===== config.mk =====
export PLATFORM = sky130hd
export DESIGN_NAME = column_driver_input_loader
export DESIGN_NICKNAME = d
export VERILOG_FILES = /design/src/loader_pkg.sv /design/src/word_fifo_if.sv /design/src/column_driver_input_loader.sv /design/src/word_fifo.sv
export SDC_FILE = /design/constraint.sdc
export NUM_CORES = 1
export LEC_CHECK = 0
export BUFFER_PORTS_ARGS = -buffer_cell sky130_fd_sc_hd__buf_2
export CORE_ASPECT_RATIO = 1.1
export CORE_MARGIN = 1.5
export CORE_UTILIZATION = 41
export CTS_CLUSTER_DIAMETER = 100
export DETAILED_ROUTE_END_ITERATION = 16
export HOLD_SLACK_MARGIN = 0.1
export SYNTH_ARGS = -nofsm -noshare
export SYNTH_HDL_FRONTEND = slang
export SYNTH_SLANG_ARGS = --single-unit

===== constraint.sdc =====
create_clock -name pclk -period 7.94 [get_ports pclk]
set_clock_uncertainty 0.1 [all_clocks]
set_input_delay 0.794 -clock pclk [delete_from_list [all_inputs] [get_ports pclk]]
set_output_delay 0.794 -clock pclk [all_outputs]
set_load 0.005 [all_outputs]

===== src/loader_pkg.sv =====
// constants, register map and types shared by the column loader
package loader_pkg;
    localparam int NUM_CH       = 12;
    localparam int WORD_W       = 12;
    localparam int FIFO_DEPTH   = 16;
    localparam int CNT_W        = 5;

    // sequence position meaning "all channels filled"
    localparam logic [3:0]  SEQ_DONE    = 4'hC;
    localparam logic [3:0]  LAST_CH     = 4'hB;
    localparam logic [3:0]  LAST_PAIR   = 4'hA;
    localparam logic [11:0] CODE_MAX    = 12'hFFF;

    // apb register byte offsets
    localparam logic [11:0] CTRL_OFS    = 12'h000;
    localparam logic [11:0] STATUS_OFS  = 12'h004;
    localparam logic [11:0] OUT_BASE    = 12'h040;
    localparam logic [11:0] OUT_LAST    = 12'h06C;

    // control register fields
    localparam int BIT_DUAL   = 0;
    localparam int BIT_DIR    = 1;
    localparam int BIT_ALT    = 2;
    localparam int BIT_POL    = 3;
    localparam int BIT_GND_N  = 4;
    localparam int BIT_THERM  = 5;
    localparam int BIT_HOLD   = 6;
    localparam int CTRL_W     = 7;
    localparam logic [6:0] CTRL_RESET = 7'h00;

    // status register fields
    localparam int ST_POS     = 0;
    localparam int ST_PEND    = 4;
    localparam int ST_OVF     = 5;
    localparam int ST_LEVEL   = 6;
    localparam int ST_XCNT    = 16;

    typedef struct packed {
        logic        xfer;
        logic [1:0]  nwords;
        logic [3:0]  idx;
        logic [11:0] w0;
        logic [11:0] w1;
    } entry_t;

    localparam int ENTRY_W = $bits(entry_t);
endpackage


===== src/word_fifo_if.sv =====
// push and pop handshake between loader and its word fifo
`timescale 1ns/10ps
interface word_fifo_if #(parameter int W = 31, parameter int CW = 5);
    logic          push_valid;
    logic          push_ready;
    logic [W-1:0]  push_data;
    logic          pop_valid;
    logic          pop_ready;
    logic [W-1:0]  pop_data;
    logic [CW-1:0] level;

    modport store (input  push_valid, push_data, pop_ready,
                   output push_ready, pop_valid, pop_data, level);
    modport user  (output push_valid, push_data, pop_ready,
                   input  push_ready, pop_valid, pop_data, level);
endinterface


===== src/column_driver_input_loader.sv =====
// twelve-channel column driver input loader with apb control
// Operation
// - strobe valid only if high at rising edge
// - next rising edge transfers latches, restarts loading
// - sequence fills twelve channel latches in order, one or two at a time
// - dual bus captures both buses on rising edges
// - direction select never changes dual bus edge
// - single bus, left: even rising, odd falling
// - single bus, right: even falling, odd rising
// - left fills 0 up; right fills 11 down
// - first bus even channels, second bus odd
// - thermal protection follows its enable bit
// - ground force low drives all outputs grounded
// - no alternation: polarity sets all output sides
// - alternation: even and odd sides oppose
// - output offset scales with full code minus code
//
// Added by the designer: the address map and the APB slave port.
`timescale 1ns/10ps
module column_driver_input_loader
    import loader_pkg::*;
(
    // clock and reset
    input  wire logic                       pclk,
    input  wire logic                       presetn,
    // apb slave
    input  wire logic [11:0]                paddr,
    input  wire logic                       psel,
    input  wire logic                       penable,
    input  wire logic                       pwrite,
    input  wire logic [31:0]                pwdata,
    output logic      [31:0]                prdata,
    output logic                            pready,
    output logic                            pslverr,
    // pixel link pins from the timing controller
    input  wire logic                       pixel_clk,
    input  wire logic                       transfer_start_strobe,
    input  wire logic [WORD_W-1:0]          even_channel_bus,
    input  wire logic [WORD_W-1:0]          odd_channel_bus,
    // output stage
    output logic      [NUM_CH*WORD_W-1:0]   analog_channel_out,
    output logic      [NUM_CH*WORD_W-1:0]   channel_offset,
    output logic      [NUM_CH-1:0]          above_center,
    output logic                            outputs_grounded,
    output logic                            thermal_protect_on
);
    word_fifo_if #(.W(ENTRY_W), .CW(CNT_W)) q ();

    word_fifo #(.WIDTH(ENTRY_W), .DEPTH(FIFO_DEPTH)) u_fifo (
        .pclk    (pclk),
        .presetn (presetn),
        .q       (q)
    );

    // pin synchronisers; third stage gives the level before the edge
    logic [2:0]        clk_s;
    logic [2:0]        xfr_s;
    logic [WORD_W-1:0] evn_s [3];
    logic [WORD_W-1:0] odd_s [3];

    always_ff @(posedge pclk or negedge presetn) begin
        if (!presetn) begin
            clk_s <= '0;
            xfr_s <= '0;
            evn_s <= '{default: '0};
            odd_s <= '{default: '0};
        end else begin
            clk_s <= {clk_s[1:0], pixel_clk};
            xfr_s <= {xfr_s[1:0], transfer_start_strobe};
            evn_s <= '{even_channel_bus, evn_s[0], evn_s[1]};
            odd_s <= '{odd_channel_bus, odd_s[0], odd_s[1]};
        end
    end

    // control and status state
    logic [CTRL_W-1:0] ctrl_reg;
    logic [CTRL_W-1:0] ctrl_next;
    logic              ovf_reg;
    logic              ovf_next;
    logic [15:0]       xcnt_reg;
    logic [15:0]       xcnt_next;

    // loading sequence state
    logic       pend_reg;
    logic       pend_next;
    logic [3:0] pos_reg;
    logic [3:0] pos_next;
    logic [3:0] pos_eff;
    logic [3:0] ch;
    logic       rise;
    logic       fall;
    logic       start;
    logic       active;
    logic       dual;
    logic       dir;
    entry_t     push_e;

    always_comb begin
        rise      = clk_s[1] & ~clk_s[2];
        fall      = ~clk_s[1] & clk_s[2];
        dual      = ctrl_reg[BIT_DUAL];
        dir       = ctrl_reg[BIT_DIR];
        start     = rise && pend_reg;
        pend_next = rise ? xfr_s[2] : pend_reg;
        pos_eff   = start ? 4'h0 : pos_reg;
        active    = pos_eff < SEQ_DONE;
        pos_next  = pos_eff;
        ch        = dir ? LAST_CH - pos_eff : pos_eff;
        push_e    = '0;
        push_e.xfer = start;
        if (active && dual && rise) begin
            push_e.nwords = 2'd2;
            push_e.idx    = dir ? LAST_PAIR - pos_eff : pos_eff;
            push_e.w0     = evn_s[2];
            push_e.w1     = odd_s[2];
            pos_next      = pos_eff + 4'h2;
        end else if (active && !dual &&
                     ((rise && !pos_eff[0]) || (fall && pos_eff[0]))) begin
            // channel parity picks the bus, giving the direction edge swap
            push_e.nwords = 2'd1;
            push_e.idx    = ch;
            push_e.w0     = ch[0] ? odd_s[2] : evn_s[2];
            pos_next      = pos_eff + 4'h1;
        end
        q.push_valid = start || (push_e.nwords != 2'd0);
        q.push_data  = push_e;
        xcnt_next    = start ? xcnt_reg + 16'h0001 : xcnt_reg;
    end

    always_ff @(posedge pclk or negedge presetn) begin
        if (!presetn) begin
            pend_reg <= 1'b0;
            pos_reg  <= SEQ_DONE;
            xcnt_reg <= '0;
        end else begin
            pend_reg <= pend_next;
            pos_reg  <= pos_next;
            xcnt_reg <= xcnt_next;
        end
    end

    // latches and output stage, fed from the fifo
    logic [WORD_W-1:0] latch_reg  [NUM_CH];
    logic [WORD_W-1:0] latch_next [NUM_CH];
    logic [WORD_W-1:0] out_reg    [NUM_CH];
    logic [WORD_W-1:0] out_next   [NUM_CH];
    logic [WORD_W-1:0] offs_reg   [NUM_CH];
    logic [WORD_W-1:0] offs_next  [NUM_CH];
    logic [NUM_CH-1:0] above_reg;
    logic [NUM_CH-1:0] above_next;
    logic              gnd_reg;
    logic              therm_reg;
    entry_t            pop_e;

    // hold stalls draining so software can exercise back-pressure
    assign q.pop_ready = ~ctrl_reg[BIT_HOLD];

    always_comb begin
        pop_e      = entry_t'(q.pop_data);
        latch_next = latch_reg;
        out_next   = out_reg;
        if (q.pop_valid && q.pop_ready) begin
            if (pop_e.xfer) begin
                out_next = latch_reg;
            end
            if (pop_e.nwords != 2'd0) begin
                latch_next[pop_e.idx] = pop_e.w0;
            end
            if (pop_e.nwords == 2'd2) begin
                latch_next[pop_e.idx + 4'h1] = pop_e.w1;
            end
        end
        for (int i = 0; i < NUM_CH; i++) begin
            offs_next[i]  = CODE_MAX - out_next[i];
            above_next[i] = ctrl_reg[BIT_ALT] ?
                            ctrl_reg[BIT_POL] ^ i[0] :
                            ctrl_reg[BIT_POL];
        end
    end

    always_ff @(posedge pclk or negedge presetn) begin
        if (!presetn) begin
            latch_reg <= '{default: '0};
            out_reg   <= '{default: '0};
            offs_reg  <= '{default: CODE_MAX};
            above_reg <= '0;
            gnd_reg   <= 1'b1;
            therm_reg <= 1'b0;
        end else begin
            latch_reg <= latch_next;
            out_reg   <= out_next;
            offs_reg  <= offs_next;
            above_reg <= above_next;
            gnd_reg   <= ~ctrl_reg[BIT_GND_N];
            therm_reg <= ctrl_reg[BIT_THERM];
        end
    end

    genvar g;
    generate
        for (g = 0; g < NUM_CH; g++) begin : g_out
            assign analog_channel_out[g*WORD_W +: WORD_W] = out_reg[g];
            assign channel_offset[g*WORD_W +: WORD_W]     = offs_reg[g];
        end
    endgenerate
    assign above_center       = above_reg;
    assign outputs_grounded   = gnd_reg;
    assign thermal_protect_on = therm_reg;

    // apb slave: zero wait, read data prepared in the setup cycle
    logic        setup;
    logic        wr_acc;
    logic [31:0] rdata_next;
    logic        err_next;
    logic [31:0] rdata_reg;
    logic        err_reg;
    logic        ready_reg;
    logic [3:0]  oidx;

    always_comb begin
        setup      = psel && !penable;
        wr_acc     = psel && penable && pwrite && ready_reg;
        oidx       = 4'((paddr - OUT_BASE) >> 2);
        rdata_next = rdata_reg;
        err_next   = err_reg;
        ctrl_next  = ctrl_reg;
        // a new overflow wins over a clear in the same cycle
        ovf_next   = ovf_reg;
        if (wr_acc && paddr == STATUS_OFS && pwdata[ST_OVF]) begin
            ovf_next = 1'b0;
        end
        if (q.push_valid && !q.push_ready) begin
            ovf_next = 1'b1;
        end
        if (wr_acc && paddr == CTRL_OFS) begin
            ctrl_next = pwdata[CTRL_W-1:0];
        end
        if (setup) begin
            err_next   = 1'b0;
            rdata_next = '0;
            if (paddr == CTRL_OFS) begin
                rdata_next[CTRL_W-1:0] = ctrl_reg;
            end else if (paddr == STATUS_OFS) begin
                rdata_next[ST_POS +: 4]      = pos_reg;
                rdata_next[ST_PEND]          = pend_reg;
                rdata_next[ST_OVF]           = ovf_reg;
                rdata_next[ST_LEVEL +: CNT_W] = q.level;
                rdata_next[ST_XCNT +: 16]    = xcnt_reg;
            end else if (paddr >= OUT_BASE && paddr <= OUT_LAST &&
                         paddr[1:0] == 2'b00) begin
                rdata_next[WORD_W-1:0] = out_reg[oidx];
            end else begin
                err_next = 1'b1;
            end
        end
    end

    always_ff @(posedge pclk or negedge presetn) begin
        if (!presetn) begin
            ctrl_reg  <= CTRL_RESET;
            ovf_reg   <= 1'b0;
            rdata_reg <= '0;
            err_reg   <= 1'b0;
            ready_reg <= 1'b0;
        end else begin
            ctrl_reg  <= ctrl_next;
            ovf_reg   <= ovf_next;
            rdata_reg <= rdata_next;
            err_reg   <= err_next;
            ready_reg <= 1'b1;
        end
    end

    assign prdata  = rdata_reg;
    assign pready  = ready_reg;
    assign pslverr = err_reg;
endmodule


===== src/word_fifo.sv =====
// synchronous fifo buffering captured words ahead of the latches
`timescale 1ns/10ps
module word_fifo
    import loader_pkg::*;
#(
    parameter int WIDTH = ENTRY_W,
    parameter int DEPTH = FIFO_DEPTH
) (
    // clock and reset
    input  wire logic   pclk,
    input  wire logic   presetn,
    // both handshakes
    word_fifo_if.store  q
);
    localparam int AW = $clog2(DEPTH);

    logic [WIDTH-1:0] mem [DEPTH];
    logic [AW:0]      wr_reg;
    logic [AW:0]      wr_next;
    logic [AW:0]      rd_reg;
    logic [AW:0]      rd_next;
    logic [AW:0]      used;
    logic             do_push;
    logic             do_pop;

    always_comb begin
        used         = wr_reg - rd_reg;
        q.push_ready = (used != DEPTH[AW:0]);
        q.pop_valid  = (used != '0);
        q.pop_data   = mem[rd_reg[AW-1:0]];
        q.level      = used;
        do_push      = q.push_valid && q.push_ready;
        do_pop       = q.pop_valid && q.pop_ready;
        wr_next      = do_push ? wr_reg + 1'b1 : wr_reg;
        rd_next      = do_pop ? rd_reg + 1'b1 : rd_reg;
    end

    always_ff @(posedge pclk or negedge presetn) begin
        if (!presetn) begin
            wr_reg <= '0;
            rd_reg <= '0;
        end else begin
            wr_reg <= wr_next;
            rd_reg <= rd_next;
        end
    end

    // storage needs no reset; only words below the write pointer are read
    always_ff @(posedge pclk) begin
        if (do_push) begin
            mem[wr_reg[AW-1:0]] <= q.push_data;
        end
    end
endmodule


## Word level (Yosys, flattened, before mapping)

Memories as Yosys holds them, arrays and structs flattened.
Index checks and enable logic that the tools add are counted.

| operators by class | value |
|---|---|
| muxes and demuxes | 38 |
| bitwise gates (word level) | 10 |
| $lt $le $gt $ge | 8 |
| eq/ne operators | 3 |
| add/sub/neg operators | 22 |
| reductions and logical operators | 33 |

Operators by type and width:

| operator | number |
|---|---|
| $mux 144 | 5 |
| $bwmux 144 | 2 |
| $sub 12x12->12 const A | 12 |
| $demux 12 s4 | 2 |
| $mux 12 | 7 |
| $bmux 12 s4 | 1 |
| $mux 16 | 2 |
| $logic_and 1x1->1 | 21 |
| $mux 4 | 5 |
| $mux 18 | 1 |
| $mux 17 | 1 |
| $add 16x1->16 const B | 1 |
| $ge 5x5->1 const B | 3 |
| $not 4->5 | 3 |
| $eq 12x3->1 const B | 1 |
| $ge 12x7->1 const B | 1 |
| $le 12x7->1 const B | 1 |
| $logic_not 12->1 | 1 |
| $mux 11 | 1 |
| $add 5x1->5 const B | 2 |
| $lt 5x1->1 const B | 2 |
| $mux 1 | 9 |
| $add 4x1->4 const B | 2 |
| $sub 4x4->4 const A | 2 |
| 15 further kinds | 26 |

| storage, ports and cells | value |
|---|---|
| RAM bits | 496 |
| logic and storage cells | 172 |
| output and inout port bits | 336 |
| input bits | 75 |
| register bits | 593 |
| memories | 1 |

Memories:

| memory | depth | width | rd ports | clocked after Yosys merged registers in | write ports | line | text |
|---|---|---|---|---|---|---|---|
| u_fifo.mem | 16 | 31 | 1 | 0 | 1 | word_fifo.sv:17 | `logic [WIDTH-1:0] mem [DEPTH];` |

## Depth between registers and ports, before layout

Gate-level depths: netlist of run 1.

| depth | value |
|---|---|
| depth in word-level cells | 15 |
| mapped depth | 16 |
| gate-level depth less buffers | 11 |

## Modules after synthesis

From an unflattened synthesis of run 1, not the netlist that was laid out.

| unflattened totals | value |
|---|---|
| cell total of the unflattened synthesis | 2631 |
| area, all modules | 41805.1 um^2 |

Modules (own cells, without submodules):

| module | area each (um^2) | times used | sequential area each (um^2) | cells an instance |
|---|---|---|---|---|
| column_driver_input_loader | 22207.5 | 1 | 14522.7 | 1688 |
| word_fifo | 19597.5 | 1 | 15144.5 | 943 |

## Least setup slack after synthesis of run 1

No wires, ideal clock.

| timing | value |
|---|---|
| kind | register to register |
| start | register u_fifo.rd_reg[1] |
| end | memory u_fifo.mem[4][0] (netlist bit) (enable) |
| clock period less this slack | 6.181 ns |
| required time | 7.376 ns |
| setup slack | 1.759 ns |
| setup time | 0.464 ns |
| cell stages (with the launch flop) | 15 |
| path buffers | 5 |
| data arrival time | 5.617 ns |
| cell sequence | dfrtp_1 -> buf_1 -> clkbuf_1 -> buf_2 -> buf_1 -> inv_1 -> fa_1 -> a21o_1 -> a21oi_1 -> xnor2_1 -> inv_1 -> o32a_1 -> clkbuf_1 -> nand2_1 -> nor3b_1 |

| on the way | value |
|---|---|
| word-level cells in the longest chain between the ends | 5 |

Ends and longest elaborated chain:

| item | line | text |
|---|---|---|
| start, declared | word_fifo.sv:20 | `logic [AW:0] rd_reg;` |
| start signal, assigned | word_fifo.sv:44 | `rd_reg <= rd_next;` |
| $sub 5x5->5 | word_fifo.sv:27 | `used = wr_reg - rd_reg;` |
| $ne 5x5->1 | word_fifo.sv:28 | `q.push_ready = (used != DEPTH[AW:0]);` |
| $logic_and 1x1->1 | word_fifo.sv:32 | `do_push = q.push_valid && q.push_ready;` |
| $mux 1 | word_fifo.sv:50 | `if (do_push) begin` |
| $mux 1 (not written as such) | word_fifo.sv:51 | `mem[wr_reg[AW-1:0]] <= q.push_data;` |
| end, declared | word_fifo.sv:17 |  |

Every way passes these cells.

## Worst setup path after layout of run 1

| timing | value |
|---|---|
| start | register u_fifo.rd_reg[1] |
| end | register latch_reg[91] (netlist bit) |

| on the way | value |
|---|---|
| word-level cells in the longest chain between the ends | 11 |
| elaborated cells on any way between the ends | 24 |
| classes of those cells | add/sub: 2; order compare: 4; eq/ne: 1; mux: 9; bitwise: 2; reduce/logical: 5; memory: 1 |

Ends and longest elaborated chain:

| item | line | text |
|---|---|---|
| branches (longest 11 deep; another with $mem_v2 16x31) | n/a |  |
| end signal, assigned | column_driver_input_loader.sv:190 | `latch_reg <= latch_next;` |
| end, declared | column_driver_input_loader.sv:143 | `logic [WORD_W-1:0] latch_reg [NUM_CH];` |

Several ways; the timed one is not identified. The select of a mux whose other input is x is not followed.
A chain may end at the register's enable or synchronous reset.

==> run_results.csv, run 1 <==
group,metric,value,unit
routing,drcViolationCount,0,
global_route,grt_pass1_wl,174000,um
global_route,grt_start_max_net_pins,168,
pwr,p_sw_share,36.6,%
worst_setup_path,worst_setup_path_start_kind,"register",
routing,initialDrtViolationCount,2574,
final_layout,nets,2977,
sta,worst_pin_slew,1.23,ns
placement,gp_congestion,0.834,
logic_synthesis,seq_area_frac_synth,68.3,%
logic_synthesis,netlist_instances,2492,
sta,slew_headroom,17.8,%
sta,period_minus_slack,5.37,ns
global_route,antenna_found_initial,3,
worst_setup_path,worst_ep_arrival_time,5.84,ns
pwr,ir_worst_vdd,0.000320,V
placement,dp_hpwl,76400,um
clock_tree,htreeDepth,3,
routing,ant_nets,0,
pwr,power_frac_clock,22.2,%
pwr,pwr_density_cell,460,mW/mm2
final_layout,diodes,0,
routing,wl,120000,um
floorplan,die_y,344,um
global_route,grt.total_usage,22.2,%
logic_synthesis,syn-cell-area,0.0434,mm2
clock_tree,clk_latency,0.70,ns
final_layout,areaGrowthSynthToFinish,16.3,%
floorplan,fp.dieArea,0.108,mm2
sta,finalHoldViolations,0,
worst_setup_path,cp.required,8.41,ns
sta,max_freq,186,MHz
final_layout,final_cell_mix,"edfxtp_1, dfrtp_1, buf_2, mux2i_1, mux4_2",
final_layout,fin_area,0.0505,mm2
hold_path,min_path_cells,3,
routing,vias,24600,
floorplan,rows,125,
pwr,p_comb_share,39.8,%
final_layout,final_common_cell,"edfxtp_1",
sta,finalSetupTns,0,ns
final_layout,drive_gt1_share,38.6,%
logic_synthesis,synthFlopType,"edfxtp_1",
floorplan,coreArea,0.105,mm2
global_route,first_global_vias,25000,
logic_synthesis,synth.distinct_cells,68,
clock_tree,clock_path_buffers,3,
final_layout,largest_reg_flops,496,
logic_synthesis,synth_warnings,0,
worst_setup_path,critical_path.max_fanout,70,
logic_synthesis,synth_edf_count,496,
clock_tree,tritoncts,"done",
clock_tree,cts_buffers,108,
pwr,pwr-share-seq,38.0,%
logic_synthesis,avgSynthCellArea,17.4,um2
worst_setup_path,crit_path_end_kind,"register",
pwr,p_int,0.0147,W
logic_synthesis,postSynthRegisterBits,1079,
routing,viasPerCell,5.61,
floorplan,initial_core_util,41.2,%
logic_synthesis,synth_top_area_share,34.3,%
run,maxCapViolCount,0,
logic_synthesis,synthArstFlopShare,54.0,%
hold_path,hold_class,"input port to register",
run_status,outcome,"completed",
floorplan,die_w,313,um
sta,drv_slew,0,
sta,finalCritPeriodShare,67.6,%
sta,rsz0062_at_grt,"no",
logic_synthesis,synth_top_cell_by_area,"edfxtp_1",
placement,dp.cells,4146,
pwr,p_sw,0.00849,W
global_route,grt.overflow.total,0,
clock_tree,cts.sinks,1079,
clock_tree,ctsResizeCount,0,
clock_tree,cts-root-buf,"clkbuf_16",
pwr,power.leakage,20.2,nW
routing,wl_per_cell,27.4,um
clock_tree,clkTransAtPathRegs,0.06,ns
placement,port-buffer-count,381,
worst_setup_path,r2r_cells,7,
final_layout,final_cells,4379,
sta,setup_viol,0,
routing,drt_first_pass_iters,5,
floorplan,ios,411,
logic_synthesis,synthTopCellsByArea,"edfxtp_1, dfrtp_1, mux4_2",
worst_setup_path,critical_path_class,"register to register",
placement,placed_area,0.0466,mm2
logic make-up (layout without fill, tap and decap cells):
family,after synthesis,after routing,share of synthesized area [%]
mux,610,610,20.0
simple gates,232,232,2.68
flops,1079,1079,68.3
other cells,2,5,0.0173
compound gates,302,302,5.10
fa+ha+maj,16,16,0.478
xor+xnor,31,31,0.625
buf+inv,220,707,2.74
final cells by class:
class                   instances  area, um2
clock buffers                 150       3030
clock inverters                56        593
fillers                      8784      54800
inverters                      39        146
multi-input cells            1196      12700
flip-flops and latches       1079      29700
well taps                    1397       1750
repair buffers                462       2660
layer usage:
metal | track usage, % | wire [um]
met1 | 30.6 | 50500
met5 | 0 | 0
met3 | 3.39 | 7880
met2 | 35.9 | 58000
met4 | 7.82 | 3820
metrics by stage:
step / power, W / worst slack, ns / utilization (%) / hold slack (ns)
final: 0.0232 / 2.57 / 48.0 / 0.239
after global routing: 0.0243 / 2.33 / 48.0 / 0.232
after CTS: 0.0233 / 2.56 / 48.0 / 0.205
after detailed placement: 0.0181 / 2.59 / 44.3 / 0.235
after global placement: 0.0179 / 2.71 / 44.3 / 0.236
after floorplan: 0.0147 / 1.76 / - / 0.231
critical path, stage by stage, from the launching register on:
cell and delay (ns):
dfrtp_4 0.97, buf_4 0.93, mux4_2 0.43, a22oi_1 0.25, nand4_1 0.37, nor2_1 0.96, o21ai_1 0.64, mux2_2 0.45
synthesized netlist by cell type, types with 40 or more instances:
master	instances
dfrtp_1	436
mux4_2	176
edfxtp_1	496
mux2_2	159
nor2_1	40
o22ai_1	63
nand2_1	80
a2bb2oi_1	48
buf_2	46
o21ai_0	63
mux2_1	76
dfstp_2	147
clkbuf_1	79
mux2i_1	184
power by group through the flow:
stage | combinational (W) | sequential, W | clock (W)
CTS | 0.00926 | 0.00882 | 0.00526
floorplan | 0.00632 | 0.00841 | 0
finish | 0.00924 | 0.00881 | 0.00516
detailed placement | 0.00919 | 0.00893 | 0
global placement | 0.00904 | 0.00885 | 0
global route | 0.00982 | 0.00897 | 0.00548
path summary, 6_finish.rpt:
kind	start	end	slack (ns)
worst max register to register	u_fifo.rd_reg[1]$_DFFE_PN0P_	latch_reg[91]$_DFFE_PN0P_	2.57
worst max-delay path	u_fifo.rd_reg[1]$_DFFE_PN0P_	latch_reg[91]$_DFFE_PN0P_	2.57
worst min register to register	evn_s[16]$_DFF_PN0_	evn_s[4]$_DFF_PN0_	0.24
min in group asynchronous	presetn	analog_channel_out[65]$_DFF_PN0_	0.64
worst min-delay path	pwdata[4]	ctrl_reg[4]$_DFFE_PN0P_	0.24
max in group asynchronous	presetn	u_fifo.rd_reg[3]$_DFFE_PN0P_	5.48
what timing repair did:
action                                 in CTS  in global routing
setup endpoints to repair                   0                  0
endpoints found under the hold margin      98                  0
hold buffers                               27                  0
setup buffers                               0                  0
(Power assumes the default switching activity.)
==> run 2, diff against run 1 <==
==> constraint.sdc (replaced) <==
create_clock -name pclk -period 5.61 [get_ports pclk]
set_clock_uncertainty 0.1 [all_clocks]
set_input_delay 0.561 -clock pclk [delete_from_list [all_inputs] [get_ports pclk]]
set_output_delay 0.561 -clock pclk [all_outputs]
set_load 0.005 [all_outputs]
==> run 2 against run 1 <==
  * Die area did not move
  * Hold slack worse by 0.0029 ns
  * Cell area up 0.54%
  * Routed wire length is 0.41% higher
==> run_results.csv, run 2 (synthesized netlist as in run 1, its figures left out) <==
group,metric,value,unit
worst_setup_path,crit_path_end_kind,"register",
clock_tree,tritoncts,"done",
pwr,pwr_density_cell,651,mW/mm2
worst_setup_path,cp_cell_sequence,"inv_1, fa_1, a21o_1, a21oi_1, xnor2_1, a211oi_1, buf_4, or2_2, buf_4, o41a_2, a221o_1",
global_route,grt_pass1_wl,175000,um
placement,port-buffer-count,381,
global_route,grt_start_max_net_pins,146,
routing,initialDrtViolationCount,2577,
final_layout,drive_gt1_share,38.7,%
sta,period_minus_slack,4.44,ns
floorplan,die_y,344,um
placement,placed_area,0.0467,mm2
global_route,first_global_vias,25300,
worst_setup_path,critical_path_class,"register to register",
worst_setup_path,cp_slowest_cell,"dfrtp_4",
worst_setup_path,critical_path.max_fanout,40,
final_layout,largest_reg_flops,496,
floorplan,fp.dieArea,0.108,mm2
routing,drt_first_pass_iters,5,
final_layout,areaGrowthSynthToFinish,17.0,%
routing,ant_nets,0,
placement,dp.cells,4159,
routing,wl,121000,um
final_layout,final_cell_mix,"edfxtp_1, dfrtp_1, buf_2, mux2i_1, mux4_2",
pwr,power.leakage,20.4,nW
sta,finalCritPeriodShare,79.2,%
placement,gp_congestion,0.847,
worst_setup_path,max_stage_delay,0.81,ns
hold_path,hold_class,"input port to register",
sta,slew_headroom,13.1,%
global_route,antenna_found_initial,3,
global_route,grt.overflow.total,0,
clock_tree,cts_buffers,109,
sta,drv_slew,0,
final_layout,final_cells,4401,
routing,vias,24700,
worst_setup_path,cpLargestDelayFamily,"compound AO/OA/AOI/OAI gates",
routing,viasPerCell,5.62,
clock_tree,htreeDepth,3,
floorplan,rows,125,
worst_setup_path,worst_ep_arrival_time,4.91,ns
worst_setup_path,critPathBufInv,3,
routing,wl_per_cell,27.4,um
worst_setup_path,critPathMostFrequentCell,"buf_4",
run_status,outcome,"completed",
sta,setup_viol,0,
run,maxCapViolCount,0,
floorplan,initial_core_util,41.2,%
final_layout,nets,2998,
clock_tree,cts-root-buf,"clkbuf_16",
worst_setup_path,worst_setup_path_start_kind,"register",
floorplan,coreArea,0.105,mm2
clock_tree,clk_latency,0.69,ns
sta,worst_pin_slew,1.30,ns
global_route,grt.total_usage,22.3,%
floorplan,die_w,313,um
final_layout,final_common_cell,"edfxtp_1",
worst_setup_path,cp.required,6.08,ns
clock_tree,cts.sinks,1079,
routing,drcViolationCount,0,
final_layout,final_core_util,48.2,%
sta,max_freq,225,MHz
sta,holdWs,0.236,ns
pwr,ir_worst_vdd,0.000439,V
clock_tree,clock_path_buffers,3,
clock_tree,ctsResizeCount,0,
final_layout,fin_area,0.0508,mm2
clock_tree,clkTransAtPathRegs,0.06,ns
placement,dp_hpwl,76500,um
clock_tree,postCtsSetupRepairBufs,0,
floorplan,ios,411,
pwr,finalPower,0.0330,W
sta,finalHoldViolations,0,
sta,rsz0062_at_grt,"no",
[run 2: worst paths after layout]
kind,startpoint,end,slack (ns),cells after the start
worst min-delay path,psel,ovf_reg$_DFFE_PN0P_,0.24,5
min in group asynchronous,presetn,analog_channel_out[62]$_DFF_PN0_,0.43,2
worst max register to register,u_fifo.rd_reg[1]$_DFFE_PN0P_,latch_reg[75]$_DFFE_PN0P_,1.17,11
worst min register to register,evn_s[16]$_DFF_PN0_,evn_s[4]$_DFF_PN0_,0.24,0
max in group asynchronous,presetn,evn_s[15]$_DFF_PN0_,3.50,3
worst max-delay path,u_fifo.rd_reg[1]$_DFFE_PN0P_,latch_reg[75]$_DFFE_PN0P_,1.17,11
[run 2: power by group]
part | internal (W) | leakage (nW) | switching, W | total [W]
logic | 0.00579 | 6.92 | 0.00730 | 0.0131
clock network | 0.00441 | 1.85 | 0.00306 | 0.00747
registers | 0.0108 | 11.6 | 0.00166 | 0.0125
total | 0.0210 | 20.4 | 0.0120 | 0.0330
[run 2: layer usage]
metal	share of wire [%]	wire, um	track usage [%]	vias up
met2	49	58600	36.6	981
met5	0	0	0	-
met4	3.7	4460	8.55	0
met3	6.5	7890	3.63	202
li1	-	-	-	10400
met1	41	49700	29.8	13100
[run 2: stage by stage]
step,setup TNS [ns],setup slack (ns)
after floorplan,-69.82,-0.571
after global placement,0,1.24
after detailed placement,0,1.18
after CTS,0,1.16
after global routing,0,0.963
final,0,1.17
[run 2: final cells by class]
class                   instances  area [um2]
clock buffers                 159        3220
multi-input cells            1196       12600
clock inverters                48         500
well taps                    1397        1750
inverters                      39         146
diodes                          1        2.50
repair buffers                482        2840
fillers                      8872       54500
flip-flops and latches       1079       29700
[run 2: tightest hold or removal path, delay by kind of cell]
family / cells / cell delay (ns)
compound gates: 1 / 0.10
buf+inv: 1 / 0.11
simple gates: 3 / 0.22
[run 2: timing repair]
item                       CTS  global route
hold buffers                34             0
hold endpoints to repair    96             0
setup endpoints to repair    0             0
==> run 3, diff against run 2 <==
--- a/config.mk
+++ b/config.mk
@@ -5,6 +5,7 @@
 export SDC_FILE = /design/constraint.sdc
 export NUM_CORES = 1
 export LEC_CHECK = 0
+export ABC_AREA = 1
 export BUFFER_PORTS_ARGS = -buffer_cell sky130_fd_sc_hd__buf_2
 export CORE_ASPECT_RATIO = 1.1
 export CORE_MARGIN = 1.5
==> constraint.sdc (replaced) <==
create_clock -name pclk -period 4.4 [get_ports pclk]
set_clock_uncertainty 0.1 [all_clocks]
set_input_delay 0.44 -clock pclk [delete_from_list [all_inputs] [get_ports pclk]]
set_output_delay 0.44 -clock pclk [all_outputs]
set_load 0.005 [all_outputs]
==> run 3 against run 2 <==
  * Count of clock-buffer cells in the layout fell by 20
  * Via count increased by 36%
  * First-iteration DRC count grew 34%
  * Largest power group is now registers
==> run_results.csv, run 3 <==
group,metric,value,unit
run_status,outcome,"completed",
routing,vias,33700,
logic_synthesis,avgSynthCellArea,10.3,um2
sta,rsz0062_at_grt,"no",
logic_synthesis,synthFlopType,"edfxtp_1",
placement,gp_congestion,0.955,
logic_synthesis,synth_simple_gate_area_share,18.1,%
logic_synthesis,syn-cell-area,0.0451,mm2
logic_synthesis,seq_area_frac_synth,65.8,%
worst_setup_path,max_stage_delay,0.89,ns
logic_synthesis,synthTopCellsByArea,"edfxtp_1, dfrtp_1, dfstp_2",
routing,drcViolationCount,0,
logic_synthesis,synth_common_cells,"nand2_1, edfxtp_1, dfrtp_1, nor2_1, nand3_1",
routing,initialDrtViolationCount,3457,
logic_synthesis,synthArstFlopShare,54.0,%
floorplan,coreArea,0.109,mm2
sta,slew_headroom,26.9,%
worst_setup_path,critical_path_class,"register to register",
sta,finalSetupTns,0,ns
logic_synthesis,yosys.cell_count.top_type,"nand2_1",
clock_tree,clkTransAtPathRegs,0.06,ns
logic_synthesis,postSynthRegisterBits,1079,
clock_tree,cts.sinks,1079,
pwr,pwr_density_cell,418,mW/mm2
floorplan,die_w,319,um
global_route,grt_pass1_wl,204000,um
logic_synthesis,muxShareOfSynthArea,0.0749,%
pwr,finalPower,0.0220,W
logic_synthesis,synth_fa_ha_area_share,0.461,%
final_layout,largest_reg_flops,496,
global_route,grt.overflow.total,0,
worst_setup_path,cp.required,4.91,ns
routing,ant_nets,0,
global_route,grt_start_max_net_pins,180,
logic_synthesis,synth_edf_count,496,
sta,drv_slew,0,
final_layout,final_common_cell,"nand2_1",
worst_setup_path,cpLargestDelayFamily,"simple AND/OR/NAND/NOR gates",
sta,setup_viol,0,
floorplan,die_y,351,um
final_layout,drive_gt1_share,19.5,%
clock_tree,cts-root-buf,"clkbuf_16",
worst_setup_path,worst_setup_path_start_kind,"register",
placement,dp.cells,6080,
routing,wl_per_cell,22.0,um
clock_tree,clock_path_buffers,3,
final_layout,final_cells,6313,
routing,viasPerCell,5.33,
logic_synthesis,netlist_instances,4394,
worst_setup_path,r2r_setup_slack,0.58,ns
logic_synthesis,synth.distinct_cells,54,
hold_path,hold_class,"input port to async pin",
sta,layout_setup_ws,0.582,ns
pwr,power.leakage,23.3,nW
floorplan,ios,411,
logic_synthesis,synth_top_family_by_area,"simple AND/OR/NAND/NOR gates",
logic_synthesis,synth_warnings,0,
sta,period_minus_slack,3.82,ns
routing,wl,139000,um
worst_setup_path,timing.rr.end,"latch_reg[54]$_DFFE_PN0P_",
worst_setup_path,crit_path_end_kind,"register",
floorplan,initial_core_util,41.4,%
worst_setup_path,cp_slowest_cell,"nor2_2",
global_route,antenna_found_initial,0,
global_route,first_global_vias,31600,
worst_setup_path,critPathMostFrequentCell,"nand2_1",
sta,worst_pin_slew,1.09,ns
worst_setup_path,r2r_cells,12,
worst_setup_path,worst_ep_arrival_time,4.33,ns
logic_synthesis,synth_xor_area_share,0.563,%
routing,drt_first_pass_iters,8,
final_layout,final_cell_mix,"nand2_1, edfxtp_1, dfrtp_1, nor2_1, nand3_1",
sta,finalHoldViolations,0,
worst_setup_path,critical_path.max_fanout,16,
clock_tree,tritoncts,"done",
placement,port-buffer-count,381,
placement,dp_hpwl,91100,um
clock_tree,htreeDepth,3,
final_layout,nets,4900,
logic_synthesis,synth_compound_area_share,8.80,%
worst_setup_path,cp_cell_sequence,"nor2_2, nand2_1, nand2_1, inv_1, nand2_2, inv_2, nor2_4, buf_4, nand4_1, nand3_1, nand3_1, nand2_1",
clock_tree,clk_latency,0.71,ns
sta,max_freq,262,MHz
logic_synthesis,synth_top_area_share,33.0,%
worst_setup_path,critPathBufInv,3,
floorplan,rows,127,
logic_synthesis,synth_top_cell_by_area,"edfxtp_1",
final_layout,areaGrowthSynthToFinish,17.1,%
worst_setup_path,reg2reg_from,"u_fifo.rd_reg[2]$_DFFE_PN0P_",
placement,place_ws,0.632,ns
floorplan,fp.dieArea,0.112,mm2
run,maxCapViolCount,0,
pwr,ir_worst_vdd,0.000279,V
final_layout,diodes,0,
global_route,grt.total_usage,24.3,%
clock_tree,cts_buffers,107,
sta,finalCritPeriodShare,86.8,%
clock_tree,ctsResizeCount,0,
==> run 3: changes by cell type after synthesis, moves of 60 or more <==
cell / before / now
mux2_2: 159 / 3
mux4_2: 176 / 0
inv_1: 39 / 360
o21ai_1: 7 / 80
mux2_1: 76 / 0
mux2i_1: 184 / 0
a21oi_1: 9 / 131
nand2_1: 80 / 959
nor2_1: 40 / 436
o21ai_0: 63 / 312
nand3_1: 14 / 408
buf_2: 46 / 106
==> run 3: metal layers <==
metal	GRT usage, %	routed length, um
met1	31.6	55900
met2	40.2	66700
met3	3.28	9370
met4	12.2	7160
met5	0	0
==> run 3: logic make-up (layout without fill, tap and decap cells) <==
group / after synthesis / after routing
xor+xnor: 29 / 29
simple gates: 1915 / 1915
other cells: 2 / 5
flops: 1079 / 1079
mux: 3 / 3
buf+inv: 648 / 1145
fa+ha+maj: 16 / 16
compound gates: 702 / 702
==> run 3: timing repair <==
action,in CTS,in global routing
buffers inserted,0,0
hold buffers,39,0
endpoints found under the hold margin,106,0
==> run 3: where the power goes <==
part	leakage, nW	switching (W)	internal [W]	total, W
sequential	12.0	0.000143	0.0110	0.0112
combinational	9.69	0.00139	0.000488	0.00188
clock	1.67	0.00392	0.00505	0.00898
==> run 3: area by class of cell <==
type | instances | area, um2
Clock buffer | 139 | 2930
Clock inverter | 55 | 499
Fill cell | 9937 | 56200
Inverter | 378 | 1430
Multi-Input combinational cell | 2670 | 12700
Sequential cell | 1079 | 29700
Tap cell | 1419 | 1780
Timing Repair Buffer | 573 | 3740
==> run 3: metrics by stage <==
step | cell area (um2) | utilization (%) | hold WS (ns)
floorplan | 45100 | - | 0.0444
detailed placement | 48900 | 44.9 | 0.235
global placement | 48900 | 44.9 | 0.234
finish | 52800 | 48.4 | 0.239
CTS | 52800 | 48.4 | 0.171
global route | 52800 | 48.4 | 0.250
==> run 3: worst max path at each step <==
stage                                  from                     endpoint  depth (start not counted)
2_1_floorplan  u_fifo.rd_reg[3]$_DFFE_PN0P_  u_fifo.mem[11][0]$_DFFE_PP_                         13
3_3_place_gp   u_fifo.rd_reg[2]$_DFFE_PN0P_    latch_reg[50]$_DFFE_PN0P_                         12
3_5_place_dp   u_fifo.rd_reg[2]$_DFFE_PN0P_    latch_reg[54]$_DFFE_PN0P_                         12
4_1_cts        u_fifo.rd_reg[2]$_DFFE_PN0P_    latch_reg[54]$_DFFE_PN0P_                         12
5_1_grt        u_fifo.rd_reg[0]$_DFFE_PN0P_    latch_reg[54]$_DFFE_PN0P_                         14
6_report       u_fifo.rd_reg[2]$_DFFE_PN0P_    latch_reg[54]$_DFFE_PN0P_                         12
